$ cat src/common/mode_lock_defines.svh
// Register offsets, field positions, reset values and timing counts of the mode-gated register bank
`ifndef MODE_LOCK_DEFINES_SVH
`define MODE_LOCK_DEFINES_SVH

`define ML_ADR_MODE_CTRL 8'h00
`define ML_ADR_STATUS 8'h04
`define ML_ADR_SS_EN 8'h08
`define ML_ADR_OE_CTRL 8'h0c
`define ML_ADR_IN_SEL 8'h10
`define ML_ADR_CFG_BASE 8'h20
`define ML_CFG_WORDS 8

`define ML_MODE_ACTIVE_BIT 0
`define ML_MODE_RESET_BIT 1
`define ML_STAT_ACTIVE_BIT 0
`define ML_STAT_READY_BIT 1

`define ML_RST_MODE_ACTIVE 1'b0
`define ML_RST_SS_EN 1'b0
`define ML_RST_OE 8'hff
`define ML_RST_IN_SEL 2'h0
`define ML_RST_CFG 32'h0000_0000

`define ML_SOFT_RESET_NS 16
`define ML_CLK_PERIOD_NS 4
`define ML_SOFT_RESET_CYC ((`ML_SOFT_RESET_NS + `ML_CLK_PERIOD_NS - 1) / `ML_CLK_PERIOD_NS)

`endif

$ cat src/common/mode_lock_pkg.sv
// Types shared by the mode-gated register bank
package mode_lock_pkg;

   typedef enum logic [0:0] {
      MODE_READY = 1'b0,
      MODE_ACTIVE = 1'b1
   } op_mode_type;

   typedef struct packed {
      logic [7:0] adr;
      logic [31:0] dat;
      logic [3:0] sel;
      logic we;
      logic cyc;
      logic stb;
   } wb_req_type;

   typedef struct packed {
      logic [31:0] dat;
      logic ack;
   } wb_rsp_type;

endpackage

$ cat src/rtl/mode_lock_regs.sv
// Mode-gated configuration register bank with Wishbone slave and output gating
`timescale 1ns/1ns
`default_nettype none
`include "mode_lock_defines.svh"

// Notes on behaviour
// Output clock enables are driven only while the mode is Active.
// In Active mode writes to locked configuration words are dropped and the words keep their values.
// In Ready mode writes to the locked configuration words are stored.
// Entering Ready stops all outputs and they stay stopped while Ready lasts.
// Going back to Active restarts outputs with the words written during Ready.
// Spread-spectrum enable, output enables, input select and mode control are writable in both modes.
// The host must not rely on Active mode to shield the exempt registers from stray writes.
// The host changes locked words by selecting Ready, writing, then selecting Active.
// A status register reports the present mode as Active or Ready.
// Writing the reset bit of the mode control register resets the whole bank.
// A blocked write is acknowledged normally, with no error indication.
module mode_lock_regs
   import mode_lock_pkg::*;
#(
   parameter int OUT_COUNT = 8,
   parameter int CFG_WORDS = `ML_CFG_WORDS
) (
   input wire logic sys_clk,
   input wire logic rst,
   input wire logic [7:0] wb_adr_i,
   input wire logic [31:0] wb_dat_i,
   input wire logic [3:0] wb_sel_i,
   input wire logic wb_we_i,
   input wire logic wb_cyc_i,
   input wire logic wb_stb_i,
   output logic [31:0] wb_dat_o,
   output logic wb_ack_o,
   output logic [OUT_COUNT-1:0] out_clk_en,
   output logic ss_enable,
   output logic [1:0] in_clk_sel,
   output logic [CFG_WORDS*32-1:0] cfg_words,
   output logic mode_active
);

   // ----------------------------------------------------------------
   // State
   // ----------------------------------------------------------------
   typedef struct packed {
      op_mode_type mode;
      logic ss_en;
      logic [OUT_COUNT-1:0] oe;
      logic [1:0] in_sel;
      logic [CFG_WORDS-1:0][31:0] cfg;
      logic [31:0] rdat;
      logic ack;
      logic [3:0] srst_cnt;
      logic [OUT_COUNT-1:0] out_en;
   } state_type;

   state_type s_q;
   state_type s_d;
   wb_req_type req;

   // ----------------------------------------------------------------
   // Helpers
   // ----------------------------------------------------------------
   function automatic logic [31:0] merge(input logic [31:0] old, input logic [31:0] nw, input logic [3:0] sel);
      logic [31:0] r;
      r = old;
      for (int b = 0; b < 4; b++) begin
         if (sel[b]) begin
            r[b*8 +: 8] = nw[b*8 +: 8];
         end
      end
      return r;
   endfunction

   function automatic int cfg_index(input logic [7:0] adr);
      return int'(adr - `ML_ADR_CFG_BASE) >> 2;
   endfunction

   function automatic logic is_cfg(input logic [7:0] adr);
      return adr >= `ML_ADR_CFG_BASE && adr < 8'(`ML_ADR_CFG_BASE + 4 * CFG_WORDS) && adr[1:0] == 2'b00;
   endfunction

   assign req = '{adr: wb_adr_i, dat: wb_dat_i, sel: wb_sel_i, we: wb_we_i, cyc: wb_cyc_i, stb: wb_stb_i};

   // ----------------------------------------------------------------
   // Next state
   // ----------------------------------------------------------------
   always_comb begin
      logic take;
      logic [31:0] w;
      take = 1'b0;
      w = 32'h0000_0000;
      s_d = s_q;
      s_d.ack = 1'b0;
      take = req.cyc && req.stb && !s_q.ack;
      if (s_q.srst_cnt != 4'h0) begin
         s_d.srst_cnt = s_q.srst_cnt - 4'h1;
      end
      if (take) begin
         s_d.ack = 1'b1;
         s_d.rdat = 32'h0000_0000;
         if (req.we) begin
            if (req.adr == `ML_ADR_MODE_CTRL) begin
               w = merge({31'h0, s_q.mode == MODE_ACTIVE}, req.dat, req.sel);
               s_d.mode = w[`ML_MODE_ACTIVE_BIT] ? MODE_ACTIVE : MODE_READY;
               if (w[`ML_MODE_RESET_BIT]) begin
                  s_d.srst_cnt = 4'(`ML_SOFT_RESET_CYC);
               end
            end else if (req.adr == `ML_ADR_SS_EN) begin
               w = merge({31'h0, s_q.ss_en}, req.dat, req.sel);
               s_d.ss_en = w[0];
            end else if (req.adr == `ML_ADR_OE_CTRL) begin
               w = merge(32'(s_q.oe), req.dat, req.sel);
               s_d.oe = w[OUT_COUNT-1:0];
            end else if (req.adr == `ML_ADR_IN_SEL) begin
               w = merge({30'h0, s_q.in_sel}, req.dat, req.sel);
               s_d.in_sel = w[1:0];
            end else if (is_cfg(req.adr) && s_q.mode == MODE_READY) begin
               // Locked word: stored in Ready only, else the ack still goes out
               s_d.cfg[cfg_index(req.adr)] = merge(s_q.cfg[cfg_index(req.adr)], req.dat, req.sel);
            end
         end else begin
            case (1'b1)
               req.adr == `ML_ADR_MODE_CTRL: s_d.rdat = {31'h0, s_q.mode == MODE_ACTIVE};
               req.adr == `ML_ADR_STATUS: begin
                  s_d.rdat[`ML_STAT_ACTIVE_BIT] = s_q.mode == MODE_ACTIVE;
                  s_d.rdat[`ML_STAT_READY_BIT] = s_q.mode == MODE_READY;
               end
               req.adr == `ML_ADR_SS_EN: s_d.rdat = {31'h0, s_q.ss_en};
               req.adr == `ML_ADR_OE_CTRL: s_d.rdat = 32'(s_q.oe);
               req.adr == `ML_ADR_IN_SEL: s_d.rdat = {30'h0, s_q.in_sel};
               is_cfg(req.adr): s_d.rdat = s_q.cfg[cfg_index(req.adr)];
               default: s_d.rdat = 32'h0000_0000;
            endcase
         end
      end
      // Outputs are registered from the next mode so they change in the same cycle as the mode and never glitch on a write
      s_d.out_en = (s_d.mode == MODE_ACTIVE) ? s_d.oe : '0;
   end

   // ----------------------------------------------------------------
   // Registers
   // ----------------------------------------------------------------
   always_ff @(posedge sys_clk) begin
      if (rst || (s_q.srst_cnt == 4'h1)) begin
         // Soft reset waits ML_SOFT_RESET_CYC cycles after the ack so the writing master still sees its answer
         s_q.mode <= `ML_RST_MODE_ACTIVE ? MODE_ACTIVE : MODE_READY;
         s_q.ss_en <= `ML_RST_SS_EN;
         s_q.oe <= OUT_COUNT'(`ML_RST_OE);
         s_q.in_sel <= `ML_RST_IN_SEL;
         for (int i = 0; i < CFG_WORDS; i++) begin
            s_q.cfg[i] <= `ML_RST_CFG;
         end
         s_q.rdat <= 32'h0000_0000;
         s_q.ack <= 1'b0;
         s_q.srst_cnt <= 4'h0;
         s_q.out_en <= '0;
      end else begin
         s_q <= s_d;
      end
   end

   // ----------------------------------------------------------------
   // Outputs
   // ----------------------------------------------------------------
   assign wb_ack_o = s_q.ack;
   assign wb_dat_o = s_q.rdat;
   assign out_clk_en = s_q.out_en;
   assign ss_enable = s_q.ss_en;
   assign in_clk_sel = s_q.in_sel;
   assign cfg_words = s_q.cfg;
   assign mode_active = s_q.mode == MODE_ACTIVE;

endmodule
`default_nettype wire

$ cat config.mk
export PLATFORM = sky130hd
export DESIGN_NAME = mode_lock_regs
export DESIGN_NICKNAME = d
export VERILOG_FILES = /design/src/common/mode_lock_pkg.sv /design/src/rtl/mode_lock_regs.sv
export VERILOG_INCLUDE_DIRS = /design/src /design/src/common
export SDC_FILE = /design/constraint.sdc
export NUM_CORES = 1
export LEC_CHECK = 0
export BUFFER_PORTS_ARGS = -buffer_cell sky130_fd_sc_hd__buf_2
export CAP_MARGIN = 20
export CORE_MARGIN = 3
export CORE_UTILIZATION = 47
export DETAILED_ROUTE_END_ITERATION = 7
export PLACE_DENSITY = 0.74
export SYNTH_ARGS = -nofsm -noshare
export SYNTH_HDL_FRONTEND = slang
export SYNTH_SLANG_ARGS = --single-unit
$ cat constraint.sdc
create_clock -name sys_clk -period 2 [get_ports sys_clk]
set_input_delay 0.4 -clock sys_clk [delete_from_list [all_inputs] [get_ports sys_clk]]
set_output_delay 0.4 -clock sys_clk [all_outputs]
set_load 0.02 [all_outputs]
# Word level (Yosys, flattened, before mapping)
# Index checks and enable logic that the tools add are counted.
# totals
wordCells	121
latchBits	0
input_bits	49
mem_bits_ro	0
ram_bits	0
mem_count	0
register_bits	313
# op_classes
div_mod_pow	0
order_cmp	4
shift	0
bitwise	6
reduce_logical	15
n_mul	0
n_eq_ne	5
muxes	73
add_sub_neg	2
# ops
op	n
256-bit 2-to-1 mux	2
305-bit 2-to-1 mux	1
8-bit 2-to-1 mux	34
268-bit 2-to-1 mux	1
267-bit 2-to-1 mux	1
266-bit 2-to-1 mux	1
258-bit 2-to-1 mux	1
256-bit bitwise mux	1
30-bit 2-to-1 mux	6
32-bit binary-select mux with 3-bit select	1
32-bit demux with 3-bit select	1
32-bit 2-to-1 mux	3
30-bit by 1-bit greater-or-equal comparator with 1-bit output (second input constant)	1
30-bit by 4-bit less-than comparator with 1-bit output (second input constant)	1
2-bit 2-to-1 mux	12
8-bit by 4-bit == test with 1-bit output (second input constant)	2
4-bit 2-to-1 mux	4
7-bit AND reduction	2
8-bit by 6-bit subtractor with 9-bit output (second input constant)	1
8-bit by 3-bit == test with 1-bit output (second input constant)	1
8-bit by 5-bit == test with 1-bit output (second input constant)	1
8-bit by 6-bit greater-or-equal comparator with 1-bit output (second input constant)	1
8-bit zero test	1
8-bit by 7-bit less-than comparator with 1-bit output (second input constant)	1
11 further kinds	24

# Longest topological paths before layout
# Gate-level depths: netlist (run 1).
# depth
depth_word	21
mapped_depth	9
mapped_depth_nobuf	7

# Worst setup path after synthesis (run 1)
# No wires, ideal clock.
# synth_timing
path_kind	in2reg
start	in wb_adr_i[2]
end	reg (tool-made name)
arrival_ns	1.746
setup_slack_ns	0.121
required_ns	1.867
setup_ns	0.133
stages	7
cell_sequence	buf_6 -> buf_4 -> mux4_2 -> nand2_1 -> nand2_1 -> o21ai_1 -> o21ai_0
# synth_lines
element	line	source
start: declaration	mode_lock_regs.sv:26	input wire logic [7:0] wb_adr_i,

==> results of run 1 <==
-- routing by layer --
metal	GRT usage [%]	part of all wire [%]	wire, um
met1	32.14	41	18040
met2	39.06	46	20330
met5	0	0	0
met3	4.556	8.8	3883
met4	9.784	4.2	1832
-- repair_timing --
action,4_1_cts,5_1_grt
pin swaps,1,0
setup buffers,4,0
setup endpoints to repair,10,171
gates resized for setup,1,14
gates cloned,0,4
-- area by class of cell --
| type | count | share of cell area (%) |
|---|---|---|
| diodes | 1 | 0.01453 |
| clock buffers | 52 | 5.988 |
| clock inverters | 10 | 0.9884 |
| inverters | 30 | 0.6541 |
| multi-input cells | 897 | 34.24 |
| flip-flops and latches | 313 | 36.40 |
| well taps | 402 | 2.922 |
| repair buffers | 484 | 18.79 |
-- worst min-delay path, delay by kind of cell --
family | cells | cell delay (ps)
buffers and inverters | 1 | 90
multiplexers | 1 | 80
AND/OR/NAND/NOR | 1 | 70
-- power groups by stage --
stage | Clock (uW) | Sequential (uW) | Combinational, uW
after floorplan | 0 | 6440 | 1020
after global placement | 0 | 6440 | 1740
after detailed placement | 0 | 6440 | 1770
after CTS | 6780 | 6310 | 1830
after global routing | 7050 | 6310 | 2160
final | 6680 | 6310 | 2010
-- how the worst max path moves through the flow --
stage	end	slack, ps	from
global route	flop	0.3	wb_ack_o
CTS	flop	10	s_q[9]
finish	flop	90	wb_ack_o
global placement	flop	-140	wb_adr_i[2]
detailed placement	flop	-210	wb_adr_i[2]
floorplan	flop	120	wb_adr_i[2]
-- through the flow --
| step | power [uW] | instances | utilization [%] |
|---|---|---|---|
| after floorplan | 7454 | 1659 | - |
| after global placement | 8185 | 2118 | 50.03 |
| after detailed placement | 8217 | 2118 | 50.03 |
| after CTS | 14910 | 2184 | 53.97 |
| after global routing | 15520 | 2189 | 54.42 |
| final | 15000 | 2189 | 54.42 |
-- cells by family after synthesis --
| kind of cell | count (synthesis) |
|---|---|
| flip-flops | 313 |
| buffers and inverters | 450 |
| AO/OA/AOI/OAI | 370 |
| XOR/XNOR | 1 |
| adder cells (fa/ha/maj) | 3 |
| AND/OR/NAND/NOR | 436 |
| multiplexers | 86 |
-- cells in the final DEF (no fill, tap or decap), types with 3 or more instances in the layout --
cell / instances
sky130_fd_sc_hd__nor2_1: 46
sky130_fd_sc_hd__a22oi_1: 25
sky130_fd_sc_hd__dfxtp_1: 312
sky130_fd_sc_hd__o21ai_1: 42
sky130_fd_sc_hd__buf_4: 99
sky130_fd_sc_hd__a21oi_1: 34
sky130_fd_sc_hd__nand2_1: 88
sky130_fd_sc_hd__nor2b_1: 3
sky130_fd_sc_hd__and3_1: 4
sky130_fd_sc_hd__nor3_1: 5
sky130_fd_sc_hd__buf_6: 4
sky130_fd_sc_hd__nand3_2: 6
sky130_fd_sc_hd__o21ai_0: 244
sky130_fd_sc_hd__a221o_1: 6
sky130_fd_sc_hd__clkbuf_8: 7
sky130_fd_sc_hd__nand3_1: 251
sky130_fd_sc_hd__mux2_2: 3
sky130_fd_sc_hd__inv_1: 29
sky130_fd_sc_hd__clkbuf_1: 9
sky130_fd_sc_hd__nor2_2: 3
sky130_fd_sc_hd__mux4_2: 62
sky130_fd_sc_hd__a21o_1: 7
sky130_fd_sc_hd__ha_1: 3
sky130_fd_sc_hd__nand3b_1: 3
sky130_fd_sc_hd__bufinv_16: 4
sky130_fd_sc_hd__mux2i_1: 21
sky130_fd_sc_hd__buf_2: 347
sky130_fd_sc_hd__clkbuf_16: 39
sky130_fd_sc_hd__buf_12: 29
sky130_fd_sc_hd__nand2b_1: 4
sky130_fd_sc_hd__or3_2: 4
==> run_summary.xml, run 1 <==
<?xml version="1.0" encoding="UTF-8"?>
<metrics>
  <group name="clock_network">
    <metric name="postCtsHoldBufs" unit="">0</metric>
    <metric name="clock_latency" unit="ps">510</metric>
    <metric name="cts_tree" unit="">done</metric>
    <metric name="clkSinkCount" unit="">313</metric>
    <metric name="cts_buffers" unit="">35</metric>
    <metric name="cts_htree_levels" unit="">2</metric>
    <metric name="clock_tree.root_cell" unit="">sky130_fd_sc_hd__clkbuf_16</metric>
    <metric name="cts_max_path_buffers" unit="">3</metric>
    <metric name="clk_transition_reported_paths" unit="ps">60</metric>
  </group>
  <group name="placed_design">
    <metric name="dpl-instance-area" unit="um^2">15830</metric>
    <metric name="dpl_worst_slack" unit="ps">-213.1</metric>
    <metric name="gpl.final_weighted_congestion" unit="">0.9531</metric>
    <metric name="port_buffers" unit="">349</metric>
    <metric name="place.detailed.hpwl" unit="mm">30.90</metric>
  </group>
  <group name="worst_setup_path">
    <metric name="depth_of_the_critical_timing_path_with_buffers_and_inverters_included" unit="">6</metric>
    <metric name="critical_path.cell_chain" unit="">and3b_1, nand4_4, or3_2, buf_4, nand3_1, o21ai_0</metric>
    <metric name="critPathBufInv" unit="">1</metric>
    <metric name="crit_family" unit="">simple AND/OR/NAND/NOR gates</metric>
    <metric name="critPathCaptureType" unit="">flop</metric>
    <metric name="worst-endpoint-required" unit="ps">2390</metric>
    <metric name="reg2reg_slack" unit="ps">90</metric>
    <metric name="critical_path_arrival" unit="ps">2300</metric>
    <metric name="timing.rr.start" unit="">wb_ack_o</metric>
    <metric name="worst-setup-path-type" unit="">flop to flop</metric>
    <metric name="cp_max_fo" unit="">24</metric>
    <metric name="ff2ff_path_depth" unit="">6</metric>
    <metric name="cp-start-kind" unit="">flop</metric>
    <metric name="cp_slowest_cell" unit="">sky130_fd_sc_hd__or3_2</metric>
    <metric name="max_stage_delay" unit="ps">530</metric>
  </group>
  <group name="sta">
    <metric name="final.setup.tns" unit="ps">0</metric>
    <metric name="timing.hold.ws" unit="ps">158.0</metric>
    <metric name="finalHoldViolCount" unit="">0</metric>
    <metric name="finalWorstPathRequiredPeriod" unit="ps">1914</metric>
    <metric name="worstMarginPinSlew" unit="ps">433.9</metric>
    <metric name="setup_viol" unit="">0</metric>
    <metric name="max-slew-margin-rel" unit="%">71.01</metric>
    <metric name="report.final.slew_viol_count" unit="">0</metric>
    <metric name="period_share" unit="%">95.72</metric>
    <metric name="finClkSkew" unit="ps">13.42</metric>
    <metric name="postLayoutSetupSlackWorst" unit="ps">85.61</metric>
    <metric name="grt_setup_unrepaired" unit="">no</metric>
    <metric name="maxClockFrequency" unit="MHz">522.4</metric>
  </group>
  <group name="floorplanning">
    <metric name="boundaryPins" unit="">350</metric>
    <metric name="initial_utilization" unit="%">47.83</metric>
    <metric name="chipHeight" unit="um">185.4</metric>
    <metric name="placeableCoreArea" unit="um^2">31640</metric>
    <metric name="die_width" unit="um">185.4</metric>
    <metric name="rows" unit="">65</metric>
    <metric name="floorplan_die_area" unit="um^2">34390</metric>
  </group>
  <group name="synthesis">
    <metric name="synth.area.mux_share" unit="%">10.86</metric>
    <metric name="ys_top_cells_by_area" unit="">sky130_fd_sc_hd__dfxtp_1 41%, sky130_fd_sc_hd__buf_4 15%, sky130_fd_sc_hd__mux4_2 9.2%</metric>
    <metric name="postSynth.asyncResetShare" unit="%">0</metric>
    <metric name="yosys_register_bits" unit="">313</metric>
    <metric name="synth_top_family_by_area" unit="">buffers and inverters</metric>
    <metric name="synth_flop_cell" unit="">sky130_fd_sc_hd__dfxtp_1</metric>
    <metric name="syn-instance-count" unit="">1659</metric>
    <metric name="synth_area_leader_cell" unit="">sky130_fd_sc_hd__dfxtp_1</metric>
    <metric name="post-synth-top-count-cell" unit="">sky130_fd_sc_hd__dfxtp_1</metric>
    <metric name="synth.distinct_cells" unit="">53</metric>
    <metric name="area_of_the_mapped_netlist" unit="um^2">15130</metric>
    <metric name="synthesis.nets" unit="">1711</metric>
    <metric name="synth_warnings" unit="">0</metric>
    <metric name="synth_adder_area_share" unit="%">0.2480</metric>
    <metric name="synthesis.area_per_instance" unit="um^2">9.122</metric>
    <metric name="synth_enable_flop_cells" unit="">0</metric>
    <metric name="synth-xor-area-share" unit="%">0.05788</metric>
    <metric name="synth_simple_gate_area_share" unit="%">14.24</metric>
    <metric name="synth.top_cell.area_share" unit="%">41.41</metric>
    <metric name="synth_commonest_cells" unit="">313 x sky130_fd_sc_hd__dfxtp_1, 304 x sky130_fd_sc_hd__buf_4, 252 x sky130_fd_sc_hd__nand3_1, 245 x sky130_fd_sc_hd__o21ai_0, 88 x sky130_fd_sc_hd__nand2_1</metric>
    <metric name="share_of_the_synthesized_area_in_compound_gates_ao_oa_aoi_oai" unit="%">13.18</metric>
    <metric name="synth_sequential_area_ratio" unit="%">41.41</metric>
  </group>
  <group name="power_and_ir_drop">
    <metric name="swShare" unit="%">25.58</metric>
    <metric name="clock_power_share" unit="%">44.5</metric>
    <metric name="p_leak" unit="uW">0.007647</metric>
    <metric name="vdd_drop_max" unit="uV">739.5</metric>
    <metric name="share_seq_of_total_power" unit="%">42.1</metric>
    <metric name="p_switching" unit="uW">3836</metric>
    <metric name="p_int" unit="uW">11160</metric>
    <metric name="share_comb_of_total_power" unit="%">13.4</metric>
    <metric name="power_per_cell_area" unit="nW/um^2">871.1</metric>
  </group>
  <group name="routing">
    <metric name="drc_errors" unit="">0</metric>
    <metric name="dr.first_iter.drc_count" unit="">994</metric>
    <metric name="final_antenna_net_count" unit="">0</metric>
    <metric name="routed_wire_length_per_instance" unit="um">20.14</metric>
    <metric name="drt_pass1_iterations" unit="">6</metric>
    <metric name="routed_vias_inst" unit="">5.618</metric>
    <metric name="vias" unit="">12300</metric>
    <metric name="detail_route.wirelength" unit="mm">44.09</metric>
  </group>
  <group name="grt">
    <metric name="grt_overflow_total" unit="">0</metric>
    <metric name="grt_antenna_before_repair" unit="">1</metric>
    <metric name="via_count_of_the_first_global_routing_pass" unit="">11640</metric>
    <metric name="grt_pass1_wl" unit="mm">66.08</metric>
    <metric name="largest_net_degree_at_the_start_of_global_routing" unit="">49</metric>
    <metric name="gr-usage-all-layers" unit="%">24.20</metric>
  </group>
  <group name="finish">
    <metric name="area_delta_synth_final" unit="%">13.77</metric>
    <metric name="n_fill_cell" unit="">2750</metric>
    <metric name="nNetsFinal" unit="">1813</metric>
    <metric name="sequential_cell_area" unit="um^2">6267</metric>
    <metric name="multiInputGateArea" unit="um^2">5894</metric>
    <metric name="finish.instance_area" unit="um^2">17220</metric>
    <metric name="layout-drive-gt1-share" unit="%">35.39</metric>
  </group>
  <group name="min_path">
    <metric name="min-delay-start" unit="">wb_dat_i[4]</metric>
    <metric name="whs_endpoint" unit="">s_q[307]</metric>
    <metric name="hold-path-cell-count" unit="">3</metric>
    <metric name="hold_path.class" unit="">input pin to flop</metric>
  </group>
  <group name="run_status">
    <metric name="outcome" unit="">completed</metric>
  </group>
  <group name="flow_run">
    <metric name="drv_cap" unit="">0</metric>
  </group>
</metrics>
Power figures use the tool's default switching activity.
==> run 2, diff against run 1 <==
--- a/config.mk
+++ b/config.mk
@@ -12,6 +12,7 @@
 export CORE_UTILIZATION = 47
 export DETAILED_ROUTE_END_ITERATION = 7
 export PLACE_DENSITY = 0.74
+export RECOVER_POWER = 50
 export SYNTH_ARGS = -nofsm -noshare
 export SYNTH_HDL_FRONTEND = slang
 export SYNTH_SLANG_ARGS = --single-unit
==> run 2 against run 1 <==
Critical path depth did not move. First-iteration DRC count up 0.91%. Die area unchanged. Largest power group unchanged. Highest routed layer unchanged.
==> run_summary.xml, run 2 (synthesis gave the netlist of run 1 again) <==
<?xml version="1.0" encoding="UTF-8"?>
<metrics>
  <group name="worst_setup_path">
    <metric name="critical_path_arrival" unit="ps">2310</metric>
    <metric name="critical_path.cell_chain" unit="">and3b_1, nand4_4, or3_2, buf_4, nand3_1, o21ai_1</metric>
    <metric name="max_stage_delay" unit="ps">530</metric>
    <metric name="cp_max_fo" unit="">24</metric>
    <metric name="critPathBufInv" unit="">1</metric>
    <metric name="crit_family" unit="">simple AND/OR/NAND/NOR gates</metric>
    <metric name="worst-endpoint-required" unit="ps">2380</metric>
    <metric name="critPathCaptureType" unit="">flop</metric>
    <metric name="worst-setup-path-type" unit="">flop to flop</metric>
    <metric name="cp_slowest_cell" unit="">sky130_fd_sc_hd__or3_2</metric>
    <metric name="cp-start-kind" unit="">flop</metric>
  </group>
  <group name="floorplanning">
    <metric name="floorplan_die_area" unit="um^2">34390</metric>
    <metric name="initial_utilization" unit="%">47.83</metric>
    <metric name="die_width" unit="um">185.4</metric>
    <metric name="placeableCoreArea" unit="um^2">31640</metric>
    <metric name="chipHeight" unit="um">185.4</metric>
    <metric name="rows" unit="">65</metric>
    <metric name="boundaryPins" unit="">350</metric>
  </group>
  <group name="clock_network">
    <metric name="clk_transition_reported_paths" unit="ps">60</metric>
    <metric name="cts_htree_levels" unit="">2</metric>
    <metric name="clkSinkCount" unit="">313</metric>
    <metric name="cts_tree" unit="">done</metric>
    <metric name="clock_tree.root_cell" unit="">sky130_fd_sc_hd__clkbuf_16</metric>
    <metric name="postCtsHoldBufs" unit="">0</metric>
    <metric name="cts_buffers" unit="">35</metric>
    <metric name="cts_max_path_buffers" unit="">3</metric>
    <metric name="clock_latency" unit="ps">510</metric>
  </group>
  <group name="run_status">
    <metric name="outcome" unit="">completed</metric>
  </group>
  <group name="placed_design">
    <metric name="gpl.final_weighted_congestion" unit="">0.9531</metric>
    <metric name="number_of_cells_in_the_design_after_placement" unit="">2118</metric>
    <metric name="place.detailed.hpwl" unit="mm">30.90</metric>
    <metric name="port_buffers" unit="">349</metric>
  </group>
  <group name="routing">
    <metric name="drt_pass1_iterations" unit="">7</metric>
    <metric name="dr.first_iter.drc_count" unit="">1003</metric>
    <metric name="final_antenna_net_count" unit="">0</metric>
    <metric name="drc_errors" unit="">0</metric>
    <metric name="vias" unit="">12220</metric>
    <metric name="detail_route.wirelength" unit="mm">44.15</metric>
    <metric name="routed_wire_length_per_instance" unit="um">20.17</metric>
    <metric name="routed_vias_inst" unit="">5.584</metric>
  </group>
  <group name="sta">
    <metric name="maxClockFrequency" unit="MHz">518.9</metric>
    <metric name="setup_viol" unit="">0</metric>
    <metric name="finClkSkew" unit="ps">14.87</metric>
    <metric name="max-slew-margin-rel" unit="%">70.55</metric>
    <metric name="worstMarginPinSlew" unit="ps">441.8</metric>
    <metric name="timing.hold.ws" unit="ps">157.7</metric>
    <metric name="finalHoldViolCount" unit="">0</metric>
    <metric name="period_share" unit="%">96.36</metric>
    <metric name="report.final.slew_viol_count" unit="">0</metric>
    <metric name="grt_setup_unrepaired" unit="">no</metric>
    <metric name="finalWorstPathRequiredPeriod" unit="ps">1927</metric>
  </group>
  <group name="min_path">
    <metric name="hold_path.class" unit="">input pin to flop</metric>
  </group>
  <group name="flow_run">
    <metric name="drv_cap" unit="">0</metric>
  </group>
  <group name="power_and_ir_drop">
    <metric name="power_per_cell_area" unit="nW/um^2">891.9</metric>
    <metric name="vdd_drop_max" unit="uV">740.9</metric>
    <metric name="p_leak" unit="uW">0.006343</metric>
  </group>
  <group name="grt">
    <metric name="via_count_of_the_first_global_routing_pass" unit="">11640</metric>
    <metric name="grt_antenna_before_repair" unit="">1</metric>
    <metric name="grt_pass1_wl" unit="mm">66.08</metric>
    <metric name="largest_net_degree_at_the_start_of_global_routing" unit="">49</metric>
    <metric name="grt_overflow_total" unit="">0</metric>
    <metric name="gr-usage-all-layers" unit="%">24.20</metric>
  </group>
  <group name="finish">
    <metric name="nNetsFinal" unit="">1813</metric>
    <metric name="most-common-layout-cells" unit="">312 x sky130_fd_sc_hd__dfxtp_1, 303 x sky130_fd_sc_hd__clkbuf_1, 251 x sky130_fd_sc_hd__nand3_1</metric>
    <metric name="area_delta_synth_final" unit="%">11.20</metric>
    <metric name="layout-drive-gt1-share" unit="%">18.87</metric>
    <metric name="layout.cells.non_filler" unit="">2189</metric>
    <metric name="layout.cells.most_common" unit="">sky130_fd_sc_hd__dfxtp_1</metric>
  </group>
</metrics>
-- run 2: final cells by class --
type | instances | area (um^2)
fill | 2900 | 14810
sequential | 313 | 6267
multi-input combinational | 897 | 5892
timing repair buffer | 484 | 2850
clock buffer | 52 | 1031
tap | 402 | 503.0
clock inverter | 10 | 170.2
inverter | 30 | 112.6
antenna | 1 | 2.502
-- run 2: what timing repair did --
item / in CTS / in global routing
gates resized for setup: 1 / 14
gates cloned: 0 / 4
buffers inserted: 4 / 0
pin swaps: 1 / 0
endpoints found under the setup margin: 10 / 171
-- run 2: path summary, 6_finish.rpt --
check,startpoint,to,slack [ps],cells after the start
setup / recovery,wb_ack_o,flop,70,6
hold / removal,wb_dat_i[4],s_q[307],160,3
setup reg to reg,wb_ack_o,flop,70,6
hold reg to reg,s_q[307],wb_dat_o[4],480,1
-- run 2: tightest hold or removal path: stages --
cell,delay (ps)
sky130_fd_sc_hd__buf_2,90
sky130_fd_sc_hd__mux2i_1,80
sky130_fd_sc_hd__nand2_1,70
-- run 2: stage by stage --
| stage | instance area, um^2 | TNS (ps) | setup slack [ps] | power (uW) | util, % |
|---|---|---|---|---|---|
| floorplan | 15130 | 0 | 121.2 | 7454 | - |
| global placement | 15830 | -19010 | -139.3 | 8185 | 50.03 |
| detailed placement | 15830 | -31160 | -213.1 | 8217 | 50.03 |
| CTS | 17070 | 0 | 12.05 | 14910 | 53.97 |
| global route | 16830 | 0 | 0.2978 | 15520 | 53.19 |
| finish | 16830 | 0 | 72.87 | 15010 | 53.19 |
-- run 2: layer usage --
| layer | GRT usage (%) | routed length (um) | vias to the layer above |
|---|---|---|---|
| met5 | 0 | 0 | - |
| met4 | 9.784 | 1644 | 0 |
| met3 | 4.556 | 3423 | 111 |
| met2 | 39.06 | 20550 | 556 |
| met1 | 32.14 | 18530 | 5812 |
| li1 | - | - | 5744 |
-- run 2: report_power, final --
| group | switching (uW) | internal [uW] | total, uW | leakage (uW) |
|---|---|---|---|---|
| Combinational | 1220 | 787 | 2000 | 0.00324 |
| Clock | 2600 | 4100 | 6690 | 0.000581 |
| Sequential | 37.2 | 6270 | 6310 | 0.00252 |
| Total | 3850 | 11200 | 15000 | 0.00634 |
==> run 3, diff against run 2 <==
--- a/config.mk
+++ b/config.mk
@@ -10,6 +10,7 @@
 export CAP_MARGIN = 20
 export CORE_MARGIN = 3
 export CORE_UTILIZATION = 47
+export CTS_BUF_LIST = sky130_fd_sc_hd__clkbuf_4
 export DETAILED_ROUTE_END_ITERATION = 7
 export PLACE_DENSITY = 0.74
 export RECOVER_POWER = 50
==> run 3 against run 2 <==
Clock skew grew 33 ps. Die area is the same. Register-to-register slack is essentially flat. Critical path type unchanged. Largest power group is now registers.
==> run_summary.xml, run 3 (synthesis gave the netlist of run 1 again) <==
<?xml version="1.0" encoding="UTF-8"?>
<metrics>
  <group name="routing">
    <metric name="drt_pass1_iterations" unit="">6</metric>
    <metric name="routed_vias_inst" unit="">5.573</metric>
    <metric name="detail_route.wirelength" unit="mm">44.88</metric>
    <metric name="vias" unit="">12680</metric>
    <metric name="final_antenna_net_count" unit="">0</metric>
    <metric name="dr.first_iter.drc_count" unit="">1066</metric>
    <metric name="routed_wire_length_per_instance" unit="um">19.73</metric>
    <metric name="drc_errors" unit="">0</metric>
  </group>
  <group name="grt">
    <metric name="gr-usage-all-layers" unit="%">24.72</metric>
    <metric name="grt_pass1_wl" unit="mm">67.01</metric>
    <metric name="grt_antenna_before_repair" unit="">2</metric>
    <metric name="largest_net_degree_at_the_start_of_global_routing" unit="">49</metric>
    <metric name="grt_overflow_total" unit="">0</metric>
    <metric name="via_count_of_the_first_global_routing_pass" unit="">12100</metric>
  </group>
  <group name="placed_design">
    <metric name="gpl.final_weighted_congestion" unit="">0.9531</metric>
    <metric name="dpl-instance-area" unit="um^2">15830</metric>
    <metric name="place.detailed.hpwl" unit="mm">30.90</metric>
    <metric name="port_buffers" unit="">349</metric>
    <metric name="number_of_cells_in_the_design_after_placement" unit="">2118</metric>
    <metric name="dpl_worst_slack" unit="ps">-213.1</metric>
  </group>
  <group name="worst_setup_path">
    <metric name="max_stage_delay" unit="ps">430</metric>
    <metric name="worst-endpoint-required" unit="ps">2590</metric>
    <metric name="cp_max_fo" unit="">14</metric>
    <metric name="critical_path_arrival" unit="ps">2520</metric>
    <metric name="critPathCaptureType" unit="">flop</metric>
    <metric name="critical_path.cell_chain" unit="">nand3b_1, clkbuf_2, nor3_4, clkbuf_2, a22oi_1, nor2_1</metric>
    <metric name="worst-setup-path-type" unit="">flop to flop</metric>
    <metric name="critical_path.most_common_cell" unit="">sky130_fd_sc_hd__clkbuf_2</metric>
    <metric name="ff2ff_path_depth" unit="">6</metric>
    <metric name="cp-start-kind" unit="">flop</metric>
    <metric name="cp_slowest_cell" unit="">sky130_fd_sc_hd__clkbuf_2</metric>
  </group>
  <group name="finish">
    <metric name="layout-drive-gt1-share" unit="%">24.27</metric>
    <metric name="layout.cells.non_filler" unit="">2275</metric>
    <metric name="finish.instance_area" unit="um^2">16830</metric>
    <metric name="most-common-layout-cells" unit="">313 x sky130_fd_sc_hd__dfxtp_1, 256 x sky130_fd_sc_hd__clkbuf_1, 251 x sky130_fd_sc_hd__nand3_1</metric>
    <metric name="layout.cells.most_common" unit="">sky130_fd_sc_hd__dfxtp_1</metric>
    <metric name="utilization" unit="%">53.20</metric>
    <metric name="nNetsFinal" unit="">1870</metric>
    <metric name="area_delta_synth_final" unit="%">11.22</metric>
  </group>
  <group name="clock_network">
    <metric name="clock_latency" unit="ps">700</metric>
    <metric name="cts_htree_levels" unit="">3</metric>
    <metric name="cts_max_path_buffers" unit="">3</metric>
    <metric name="clk_transition_reported_paths" unit="ps">60</metric>
    <metric name="clock_tree.root_cell" unit="">sky130_fd_sc_hd__clkbuf_4</metric>
    <metric name="cts_tree" unit="">done</metric>
    <metric name="cts_buffers" unit="">84</metric>
    <metric name="clkSinkCount" unit="">313</metric>
  </group>
  <group name="sta">
    <metric name="setup_viol" unit="">0</metric>
    <metric name="worstMarginPinSlew" unit="ps">451.0</metric>
    <metric name="grt_setup_unrepaired" unit="">yes</metric>
    <metric name="finClkSkew" unit="ps">48.23</metric>
    <metric name="period_share" unit="%">96.48</metric>
    <metric name="finalHoldViolCount" unit="">0</metric>
    <metric name="report.final.slew_viol_count" unit="">0</metric>
    <metric name="max-slew-margin-rel" unit="%">69.93</metric>
    <metric name="maxClockFrequency" unit="MHz">518.2</metric>
    <metric name="final.setup.tns" unit="ps">0</metric>
    <metric name="finalWorstPathRequiredPeriod" unit="ps">1930</metric>
    <metric name="postLayoutSetupSlackWorst" unit="ps">70.42</metric>
  </group>
  <group name="min_path">
    <metric name="hold_path.class" unit="">input pin to flop</metric>
    <metric name="hold-path-cell-count" unit="">6</metric>
  </group>
  <group name="power_and_ir_drop">
    <metric name="p_leak" unit="uW">0.006618</metric>
    <metric name="vdd_drop_max" unit="uV">424.7</metric>
    <metric name="power_per_cell_area" unit="nW/um^2">841.8</metric>
  </group>
  <group name="floorplanning">
    <metric name="rows" unit="">65</metric>
    <metric name="boundaryPins" unit="">350</metric>
    <metric name="floorplan_die_area" unit="um^2">34390</metric>
    <metric name="initial_utilization" unit="%">47.83</metric>
    <metric name="placeableCoreArea" unit="um^2">31640</metric>
    <metric name="chipHeight" unit="um">185.4</metric>
    <metric name="die_width" unit="um">185.4</metric>
  </group>
  <group name="flow_run">
    <metric name="drv_cap" unit="">0</metric>
  </group>
  <group name="run_status">
    <metric name="outcome" unit="">completed</metric>
  </group>
</metrics>
[run 3: cell count changes in the layout (fill, tap and decap cells not counted), moves of 7 or more]
cell / change
sky130_fd_sc_hd__clkinv_1: +9
sky130_fd_sc_hd__dlygate4sd3_1: +8
sky130_fd_sc_hd__clkbuf_4: +124
sky130_fd_sc_hd__clkbuf_1: -47
sky130_fd_sc_hd__o21ai_1: +13
sky130_fd_sc_hd__clkbuf_16: -35
sky130_fd_sc_hd__buf_2: +38
sky130_fd_sc_hd__o21ai_0: -13
sky130_fd_sc_hd__clkbuf_8: -7
[run 3: through the flow]
step                hold slack [ps]  total power [uW]
floorplan                     447.6              7454
global placement              457.1              8185
detailed placement            472.2              8217
CTS                           162.4             14070
global route                  175.5             14810
finish                        230.9             14170
[run 3: report_power, final]
part           internal [uW]  switching, uW
logic                    818           1240
registers               6270           37.3
clock network           3190           2610
total                  10300           3890
[run 3: path summary, 6_finish.rpt]
kind                   to  slack, ps         start
max reg2reg  wb_dat_o[16]         70      wb_ack_o
min                  flop        230  wb_dat_i[31]
max          wb_dat_o[16]         70      wb_ack_o
min reg2reg          flop        480          flop
[run 3: layer usage]
| metal | vias to the layer above | wire, um | global-route usage (%) |
|---|---|---|---|
| li1 | 5886 | - | - |
| met1 | 6020 | 18280 | 31.44 |
| met2 | 645 | 21040 | 39.71 |
| met3 | 127 | 3892 | 6.245 |
| met4 | 0 | 1670 | 11.31 |
| met5 | - | 0 | 0 |
[run 3: cell type report]
type,instances,area [um^2]
antenna,2,5.005
clock buffer,124,930.9
clock inverter,15,137.6
fill,2932,14810
inverter,30,112.6
multi-input combinational,896,5877
sequential,313,6266
tap,402,503.0
timing repair buffer,493,2999
[run 3: repair_timing]
item,in CTS,in global routing
endpoints found under the hold margin,19,0
hold buffers,8,0
endpoints found under the setup margin,22,178
setup buffers,4,0
cloned,0,4
pin swaps,1,0
resized for setup,2,31
[run 3: critical path: cells and delay by family, from the launching register on]
| family | cells | cell delay, ps |
|---|---|---|
| buffers and inverters | 2 | 770 |
| and+or+nand+nor | 3 | 610 |
| DFF | 1 | 310 |
| AOI/OAI and AO/OA | 1 | 130 |
